## src/verilog/dcvc_params.svh

```systemverilog
// constants of the dynamic core voltage checker
`ifndef DCVC_PARAMS_SVH
`define DCVC_PARAMS_SVH
// ****************************************
// timing
// ****************************************
`define DCVC_CLK_PERIOD_NS 100
`define DCVC_CHECK_PERIOD_MS 100
`define DCVC_WINDOW_US 1500
`define DCVC_CODE_STEP_MIN_US 5
`define DCVC_SETTLE_NS 1000
`define DCVC_CHECK_PERIOD_CYC ((`DCVC_CHECK_PERIOD_MS * 1000000) / `DCVC_CLK_PERIOD_NS)
`define DCVC_WINDOW_CYC ((`DCVC_WINDOW_US * 1000) / `DCVC_CLK_PERIOD_NS)
`define DCVC_SETTLE_CYC ((`DCVC_SETTLE_NS + `DCVC_CLK_PERIOD_NS - 1) / `DCVC_CLK_PERIOD_NS)
// ****************************************
// averaging
// ****************************************
`define DCVC_SAMPLE_LOG2 7
`define DCVC_SAMPLES 128
// ****************************************
// code to reading lookup
// ****************************************
`define DCVC_LSB_UV 6250
`define DCVC_UPPER_CAP_UV 1587500
`define DCVC_UPPER_CAP 9'((`DCVC_UPPER_CAP_UV) / (`DCVC_LSB_UV))
`define DCVC_CODE_BASE 8'hf0
`define DCVC_CODE_STEP 8'h02
`define DCVC_CODE_OFF 6'h3f
// ****************************************
// reset values
// ****************************************
`define DCVC_CODE_RST 6'h00
`define DCVC_AVG_RST 8'h00
`endif

```

## src/verilog/dcvc_pkg.sv

```systemverilog
// types of the dynamic core voltage checker
package dcvc_pkg;
  // ****************************************
  // carriers
  // ****************************************
  typedef struct packed {
    logic [7:0] upper;
    logic [7:0] lower;
  } dcvc_pair_t;

  typedef struct packed {
    logic done;
    logic skipped;
    logic dyn_high;
    logic dyn_low;
    logic stat_high;
    logic stat_low;
  } dcvc_result_t;

  typedef enum logic [2:0] {
    DCVC_ST_WINDOW = 3'h1,
    DCVC_ST_CHECK  = 3'h2,
    DCVC_ST_WAIT   = 3'h4
  } dcvc_state_t;
endpackage

```

## src/verilog/dcvc_top.sv

```systemverilog
// dynamic core voltage window checker for two processors
//
// Operation
// - channel one and two follow own codes
// - static compare runs beside dynamic compare
// - code changes assumed 5 us apart
// - skew transients filtered, settled codes only
// - nominal voltage averaged over 1.5 ms
// - compare at conversion end using average
// - upper limit is average plus offset
// - lower limit is average minus offset
// - outside either limit raises error event
// - both comparisons every 100 ms
// - regulator off code in the window skips that dynamic check
// - upper check off above 1.5875 V
`timescale 1ns/100ps
`default_nettype none
`include "dcvc_params.svh"
module dcvc_top #(
  parameter int PERIOD_CYC = `DCVC_CHECK_PERIOD_CYC,
  parameter int WINDOW_CYC = `DCVC_WINDOW_CYC
) (
  input  wire logic                 i_clock,
  input  wire logic                 i_rst_n,
  input  wire logic                 i_enable,
  input  wire logic [5:0]           i_cpu1_voltage_code_bits,
  input  wire logic [5:0]           i_cpu2_voltage_code_bits,
  input  wire logic [7:0]           i_cpu1_core_rail_input,
  input  wire logic [7:0]           i_cpu2_core_rail_input,
  input  wire dcvc_pkg::dcvc_pair_t i_dyn_offsets,
  input  wire dcvc_pkg::dcvc_pair_t i_cpu1_static_limits,
  input  wire dcvc_pkg::dcvc_pair_t i_cpu2_static_limits,
  output var  dcvc_pkg::dcvc_result_t o_cpu1_result,
  output var  dcvc_pkg::dcvc_result_t o_cpu2_result,
  output logic [7:0]                o_cpu1_avg_level,
  output logic [7:0]                o_cpu2_avg_level
);
  import dcvc_pkg::*;

  localparam int GAP_CYC = WINDOW_CYC / `DCVC_SAMPLES;
  localparam int SUMW    = 8 + `DCVC_SAMPLE_LOG2;

  // ****************************************
  // helpers
  // ****************************************
  // code to nominal reading lookup
  function automatic logic [7:0] code_level(input logic [5:0] code);
    logic [13:0] prod;
    prod = 14'(code) * 14'(`DCVC_CODE_STEP);
    if (prod[13:8] != 6'h00 || prod[7:0] > `DCVC_CODE_BASE) begin
      code_level = 8'h00;
    end else begin
      code_level = `DCVC_CODE_BASE - prod[7:0];
    end
  endfunction

  // ****************************************
  // declarations
  // ****************************************
  logic [5:0]      raw_r      [2];
  logic [5:0]      code_r     [2];
  logic [7:0]      stab_cnt_r [2];
  logic [SUMW-1:0] sum_r      [2];
  logic            off_r      [2];
  logic [7:0]      avg_r      [2];
  logic [5:0]      code_in    [2];
  logic [7:0]      rail_in    [2];
  dcvc_pair_t      stat_in    [2];
  dcvc_result_t    res_r      [2];
  dcvc_state_t     state_r;
  logic [31:0]     period_cnt_r;
  logic [31:0]     gap_cnt_r;
  logic [7:0]      samp_cnt_r;
  logic            period_end;
  logic            sample_tick;

  // channel steering
  assign code_in[0] = i_cpu1_voltage_code_bits;
  assign code_in[1] = i_cpu2_voltage_code_bits;
  assign rail_in[0] = i_cpu1_core_rail_input;
  assign rail_in[1] = i_cpu2_core_rail_input;
  assign stat_in[0] = i_cpu1_static_limits;
  assign stat_in[1] = i_cpu2_static_limits;

  // ****************************************
  // check period timer
  // ****************************************
  assign period_end = (period_cnt_r == 32'(PERIOD_CYC - 1));

  always_ff @(posedge i_clock or negedge i_rst_n) begin
    if (!i_rst_n) begin
      period_cnt_r <= 32'h0;
    end else if (!i_enable || period_end) begin
      period_cnt_r <= 32'h0;
    end else begin
      period_cnt_r <= period_cnt_r + 32'h1;
    end
  end

  // ****************************************
  // sequencer
  // ****************************************
  assign sample_tick = (state_r == DCVC_ST_WINDOW)
                    && (gap_cnt_r == 32'(GAP_CYC - 1));

  always_ff @(posedge i_clock or negedge i_rst_n) begin
    if (!i_rst_n) begin
      state_r <= DCVC_ST_WAIT;
    end else if (!i_enable) begin
      state_r <= DCVC_ST_WAIT;
    end else begin
      case (state_r)
        DCVC_ST_WAIT: begin
          if (period_end) begin
            state_r <= DCVC_ST_WINDOW;
          end
        end
        DCVC_ST_WINDOW: begin
          if (sample_tick && samp_cnt_r == 8'(`DCVC_SAMPLES - 1)) begin
            state_r <= DCVC_ST_CHECK;
          end
        end
        DCVC_ST_CHECK: begin
          state_r <= DCVC_ST_WAIT;
        end
        default: begin
          state_r <= DCVC_ST_WAIT;
        end
      endcase
    end
  end

  always_ff @(posedge i_clock or negedge i_rst_n) begin
    if (!i_rst_n) begin
      gap_cnt_r  <= 32'h0;
      samp_cnt_r <= 8'h00;
    end else if (state_r != DCVC_ST_WINDOW) begin
      gap_cnt_r  <= 32'h0;
      samp_cnt_r <= 8'h00;
    end else if (sample_tick) begin
      gap_cnt_r  <= 32'h0;
      samp_cnt_r <= samp_cnt_r + 8'h01;
    end else begin
      gap_cnt_r  <= gap_cnt_r + 32'h1;
    end
  end

  // ****************************************
  // per channel code filter and averaging
  // ****************************************
  for (genvar c = 0; c < 2; c++) begin : g_chan
    logic [8:0] avg_w;
    logic [8:0] hi_lim_w;
    logic [8:0] lo_lim_w;
    logic [8:0] rail_w;

    assign avg_w    = 9'(sum_r[c][SUMW-1:`DCVC_SAMPLE_LOG2]);
    assign hi_lim_w = avg_w + 9'(i_dyn_offsets.upper);
    assign lo_lim_w = avg_w - 9'(i_dyn_offsets.lower);
    assign rail_w   = 9'(rail_in[c]);

    always_ff @(posedge i_clock or negedge i_rst_n) begin
      if (!i_rst_n) begin
        raw_r[c]      <= `DCVC_CODE_RST;
        code_r[c]     <= `DCVC_CODE_RST;
        stab_cnt_r[c] <= 8'h00;
      end else begin
        raw_r[c] <= code_in[c];
        if (code_in[c] != raw_r[c]) begin
          stab_cnt_r[c] <= 8'h00;
        end else if (stab_cnt_r[c] < 8'(`DCVC_SETTLE_CYC - 1)) begin
          stab_cnt_r[c] <= stab_cnt_r[c] + 8'h01;
        end else begin
          code_r[c] <= raw_r[c];
        end
      end
    end

    always_ff @(posedge i_clock or negedge i_rst_n) begin
      if (!i_rst_n) begin
        sum_r[c] <= '0;
        off_r[c] <= 1'b0;
      end else if (state_r != DCVC_ST_WINDOW) begin
        sum_r[c] <= '0;
        off_r[c] <= 1'b0;
      end else begin
        if (sample_tick) begin
          sum_r[c] <= sum_r[c] + SUMW'(code_level(code_r[c]));
        end
        if (code_r[c] == `DCVC_CODE_OFF) begin
          off_r[c] <= 1'b1;
        end
      end
    end

    always_ff @(posedge i_clock or negedge i_rst_n) begin
      if (!i_rst_n) begin
        avg_r[c] <= `DCVC_AVG_RST;
        res_r[c] <= '0;
      end else begin
        res_r[c] <= '0;
        if (state_r == DCVC_ST_CHECK) begin
          avg_r[c] <= avg_w[7:0];
          res_r[c].done <= 1'b1;
          res_r[c].stat_high <= rail_in[c] > stat_in[c].upper;
          res_r[c].stat_low  <= rail_in[c] < stat_in[c].lower;
          if (off_r[c]) begin
            res_r[c].skipped <= 1'b1;
          end else begin
            res_r[c].dyn_high <= (hi_lim_w <= `DCVC_UPPER_CAP)
                              && (rail_w > hi_lim_w);
            res_r[c].dyn_low  <= (avg_w >= 9'(i_dyn_offsets.lower))
                              && (rail_w < lo_lim_w);
          end
        end
      end
    end
  end

  // ****************************************
  // outputs
  // ****************************************
  always_comb begin
    o_cpu1_result    = res_r[0];
    o_cpu2_result    = res_r[1];
    o_cpu1_avg_level = avg_r[0];
    o_cpu2_avg_level = avg_r[1];
  end
endmodule
`default_nettype wire

```

## config.mk

```make
export PLATFORM = sky130hd
export DESIGN_NAME = dcvc_top
export DESIGN_NICKNAME = d
export VERILOG_FILES = /design/src/verilog/dcvc_pkg.sv /design/src/verilog/dcvc_top.sv
export VERILOG_INCLUDE_DIRS = /design/src /design/src/verilog
export SDC_FILE = /design/constraint.sdc
export NUM_CORES = 1
export LEC_CHECK = 0
export BUFFER_PORTS_ARGS = -buffer_cell sky130_fd_sc_hd__buf_2
export CAP_MARGIN = 5
export CORE_UTILIZATION = 45
export CTS_CLUSTER_SIZE = 16
export DETAILED_ROUTE_END_ITERATION = 10
export GPL_TIMING_DRIVEN = 0
export HOLD_SLACK_MARGIN = 0.12
export PLACE_DENSITY = 0.66
export RECOVER_POWER = 50
export SYNTH_ARGS = -nofsm -noshare
export SYNTH_HDL_FRONTEND = slang
export SYNTH_SLANG_ARGS = --single-unit
```

## constraint.sdc

```tcl
create_clock -name i_clock -period 3.5 [get_ports i_clock]
set_input_delay 0.35 -clock i_clock [delete_from_list [all_inputs] [get_ports i_clock]]
set_output_delay 0.35 -clock i_clock [all_outputs]
set_load 0.01 [all_outputs]
```

==> results_tabular.tex <==
\begin{tabular}{lr}
\hline
Metric & Value \\
\hline
\multicolumn{2}{l}{\textbf{Power}} \\
Worst vdd ir & 0.261 mV \\
Total power per unit cell area & 354 mW/mm\^{}2 \\
Net switching share of the total power & 0.233 \\
Net switching power figure & 1.04 mW \\
Leakage Power & 5.82 nW \\
Clock share of power & 0.468 \\
Combinational share of power & 0.081 \\
Sequential Power Share & 0.451 \\
Design internal power & 3.42 mW \\
\multicolumn{2}{l}{\textbf{Floorplanning}} \\
Area enclosed by the die boundary & 0.0248 sq mm \\
Starting Density & 0.461 \\
Top-level I/O count & 107 \\
Number of placement rows & 56 \\
Die height & 157 microns \\
Placeable core region & 0.0236 sq mm \\
Horizontal die dimension & 157 microns \\
\multicolumn{2}{l}{\textbf{Run status}} \\
Outcome & finished, final reports clean \\
\multicolumn{2}{l}{\textbf{Placement}} \\
Worst slack at placement & 0.200 ns \\
Cell count after placement & 1596 \\
DP HPWL & 18100 microns \\
Port-buffer cells & 106 \\
GPL Wtd Cong & 0.888 \\
\multicolumn{2}{l}{\textbf{STA}} \\
Final setup violation count & 0 \\
Worst Tran Pin Value & 1.45 ns \\
Peak Freq & 0.307 GHz \\
Setup TNS & 0 ns \\
Final critical path time including I/O delays and setup & 3.26 ns \\
Max-slew violation count & 0 \\
Worst path setup slack after routing & 0.238 ns \\
Hold violation total from the final report & 0 \\
Worst clock skew & 0.0110 ns \\
Setup repair after global routing missed its margin & no \\
Share of the clock period used by the worst path & 0.932 \\
Slew HR & 0.0336 \\
\multicolumn{2}{l}{\textbf{Cells and area}} \\
Number of fill cells in the layout & 2198 \\
Sequential cell area & 0.00431 sq mm \\
Total number of nets in the final design & 1512 \\
Share of post-route cells with drive strength above 1 & 0.0946 \\
Leading cell types in the layout, fill and taps excluded & sky130\_fd\_sc\_hd\_\_dfrtp\_1 (171), sky130\_fd\_sc\_hd\_\_nor2\_1 (154), sky130\_fd\_sc\_hd\_\_ha\_1 (118), sky130\_fd\_sc\_hd\_\_nand2\_1 (93), sky130\_fd\_sc\_hd\_\_inv\_1 (87) \\
Most common cell after layout, fill and taps aside & sky130\_fd\_sc\_hd\_\_dfrtp\_1 \\
Multi-input gate area in the final layout & 0.00615 sq mm \\
Filler-free cell count of the finished design & 1641 \\
Relative area change from synthesis to final layout & 15.5\% \\
Number of antenna cells inserted & 0 \\
\multicolumn{2}{l}{\textbf{Routing}} \\
Residual antenna-violating net count after detailed routing & 0 \\
Final Routed Wirelength & 24100 microns \\
Routed via count & 8573 \\
First drt pass iteration count & 4 \\
Average wire per cell in the routed design & 14.7 microns \\
Detailed Route Iter0 Violations & 443 \\
Vias per cell & 5.22 \\
DRC errors left & 0 \\
\multicolumn{2}{l}{\textbf{Hold path}} \\
Class of the most critical hold timing path & in2reg \\
\multicolumn{2}{l}{\textbf{Logic synthesis}} \\
Async SR Flop Fraction & 1.00 \\
Post-synth top area share & 0.393 \\
Number of storage elements in the synthesis netlist & 172 \\
Synth Area per Inst & 9.30 sq um \\
Post-synthesis cell type with the largest combined area & sky130\_fd\_sc\_hd\_\_dfrtp\_1 \\
Distinct cell type count after synthesis & 62 \\
Number of synthesized flops with an enable pin & 0 \\
Proportion of synthesized chip area in sequential cells & 0.396 \\
Combined area of all synthesized cells & 0.0109 sq mm \\
Main synth FF type & sky130\_fd\_sc\_hd\_\_dfrtp\_1 \\
Area contributors post-synth & sky130\_fd\_sc\_hd\_\_dfrtp\_1 (39\%), sky130\_fd\_sc\_hd\_\_ha\_1 (14\%), sky130\_fd\_sc\_hd\_\_xor2\_1 (5.6\%) \\
Number of standard cells after synthesis & 1170 \\
Yosys warning count & 0 \\
Synthesized net count & 1373 \\
\multicolumn{2}{l}{\textbf{CTS}} \\
CTS tree & done \\
Maximum buffer depth of the clock tree & 2 \\
Clock root buffer & sky130\_fd\_sc\_hd\_\_clkbuf\_16 \\
Cts bufs inserted & 17 \\
Clk Latency, worst-skew pair & 0.43 ns \\
Clock slew at reported path FFs & 0.07 ns \\
Maximum level of the CTS H-tree & 4 \\
Clk sinks & 172 \\
\multicolumn{2}{l}{\textbf{GRT}} \\
Overall global routing resource usage & 0.207 \\
Vias in the first global route & 8351 \\
Remaining global-route overflow & 0 \\
Antenna violations before repair & 0 \\
Wire length of the first global-routing pass & 40400 microns \\
Maximum number of pins on one net before global-route repair & 117 \\
\multicolumn{2}{l}{\textbf{Critical path}} \\
Maximum fanout along the worst path & 9 \\
Critical path capture point type & flip-flop \\
Kind of start point of the critical path & flip-flop \\
Type of the worst setup path & reg2reg \\
Data arrival, critical path & 3.56 ns \\
Worst path required time & 3.80 ns \\
\multicolumn{2}{l}{\textbf{Flow run}} \\
Total of max-cap violations & 0 \\
\hline
\end{tabular}
-- power groups by stage --
stage	Sequential, mW	Combinational [mW]	Clock, mW
3_5_place_dp	2.05	0.352	0
4_1_cts	2.01	0.366	2.13
3_3_place_gp	2.05	0.337	0
2_1_floorplan	2.04	0.191	0
6_report	2.01	0.359	2.09
5_1_grt	2.01	0.414	2.21
-- area by class of cell --
type	count	area share
Clock inverter	11	0.0142
Multi-Input combinational cell	888	0.489
Buffer	22	0.00777
Sequential cell	172	0.343
Timing Repair Buffer	120	0.0509
Clock buffer	21	0.0374
Tap cell	319	0.0318
Inverter	88	0.0263
-- final timing paths --
| path | slack, ns | cells past startpoint | startpoint | end |
|---|---|---|---|---|
| worst max-delay path | 0.24 | 13 | g_chan[1].avg_w[1] | o_cpu2_result[2] |
| worst min-delay path | 0.24 | 3 | i_enable | period_cnt_r[4] |
| min in group asynchronous | 0.79 | 2 | i_rst_n | period_cnt_r[17] |
| max in group asynchronous | 1.48 | 3 | i_rst_n | stab_cnt_r[3] |
| worst min register to register | 0.48 | 2 | o_cpu1_avg_level[6] | o_cpu1_avg_level[6] |
| worst max register to register | 0.24 | 13 | g_chan[1].avg_w[1] | o_cpu2_result[2] |
-- per-layer routing --
| layer | vias up | track usage | routed length [microns] | part of all wire |
|---|---|---|---|---|
| met2 | 153 | 0.343 | 11300 | 0.47 |
| li1 | 4318 | - | - | - |
| met4 | 0 | 0.0518 | 289 | 0.012 |
| met3 | 19 | 0.0330 | 941 | 0.039 |
| met1 | 4083 | 0.281 | 11600 | 0.48 |
| met5 | - | 0 | 0 | 0 |
-- cells in the mapped netlist (all sizes together), types with 6 or more instances --
cell type / n
nand2: 93
o21bai: 6
a211oi: 6
fa: 6
dfrtp: 171
o21ai: 45
mux2i: 6
mux2: 8
ha: 118
xor2: 70
and4: 6
nor2: 155
o21a: 10
xnor2: 59
and3: 27
a21oi: 45
nor2b: 16
clkbuf: 16
buf: 6
nand3: 44
nand4: 35
inv: 87
nor4b: 6
a21o: 11
nor4: 22
nand2b: 14
nor3: 27
-- per-stage QoR --
| step | util | total power [mW] | hold WS, ns | cell area [sq um] |
|---|---|---|---|---|
| 3_5_place_dp | 0.502 | 2.40 | 0.307 | 11800 |
| 3_3_place_gp | 0.500 | 2.38 | 0.458 | 11800 |
| 5_1_grt | 0.532 | 4.63 | 0.246 | 12600 |
| 4_1_cts | 0.535 | 4.50 | 0.229 | 12600 |
| 2_1_floorplan | - | 2.23 | 0.0544 | 10900 |
| 6_report | 0.532 | 4.45 | 0.241 | 12600 |
-- logic make-up (layout without fill, tap and decap cells) --
family                     Yosys count  count (layout)  synth area share
xor gates and xnor gates           129             129             0.104
buffers and inverters              110             262            0.0393
muxes                               14              14            0.0138
AOI/OAI and AO/OA                  157             157            0.0914
DFF                                172             172             0.396
adders and majority gates          124             124             0.147
and+or+nand+nor                    464             464             0.209
-- sequential cells by signal, indices dropped and copies added (netlist names) --
register	flops
code_r	12
g_chan.avg_w	16
gap_cnt_r	32
o_cpu1_avg_level	8
o_cpu1_result	6
o_cpu2_avg_level	8
o_cpu2_result	5
off_r	2
period_cnt_r	32
raw_r	12
samp_cnt_r	8
stab_cnt_r	16
state_r	3
sum_r	12
-- worst max-delay path: stages, from the launching register on --
cell	delay (ns)
sky130_fd_sc_hd__dfrtp_1	0.56
sky130_fd_sc_hd__ha_1	0.33
sky130_fd_sc_hd__nor2b_1	0.13
sky130_fd_sc_hd__o21ai_0	0.23
sky130_fd_sc_hd__a21oi_1	0.12
sky130_fd_sc_hd__o21a_1	0.21
sky130_fd_sc_hd__o41ai_1	0.31
sky130_fd_sc_hd__xor2_1	0.20
sky130_fd_sc_hd__ha_1	0.28
sky130_fd_sc_hd__nand4_1	0.10
sky130_fd_sc_hd__o21ai_0	0.08
sky130_fd_sc_hd__nor4_1	0.16
sky130_fd_sc_hd__o21ai_0	0.14
sky130_fd_sc_hd__a222oi_1	0.29
-- timing repair --
action                                  4_1_cts  5_1_grt
resized for setup                             0        1
endpoints found under the setup margin        0        1
setup buffers                                 0        0
hold buffers                                 13        0
endpoints found under the hold margin        68        0
No activity file was read; power rests on OpenSTA's default activity.
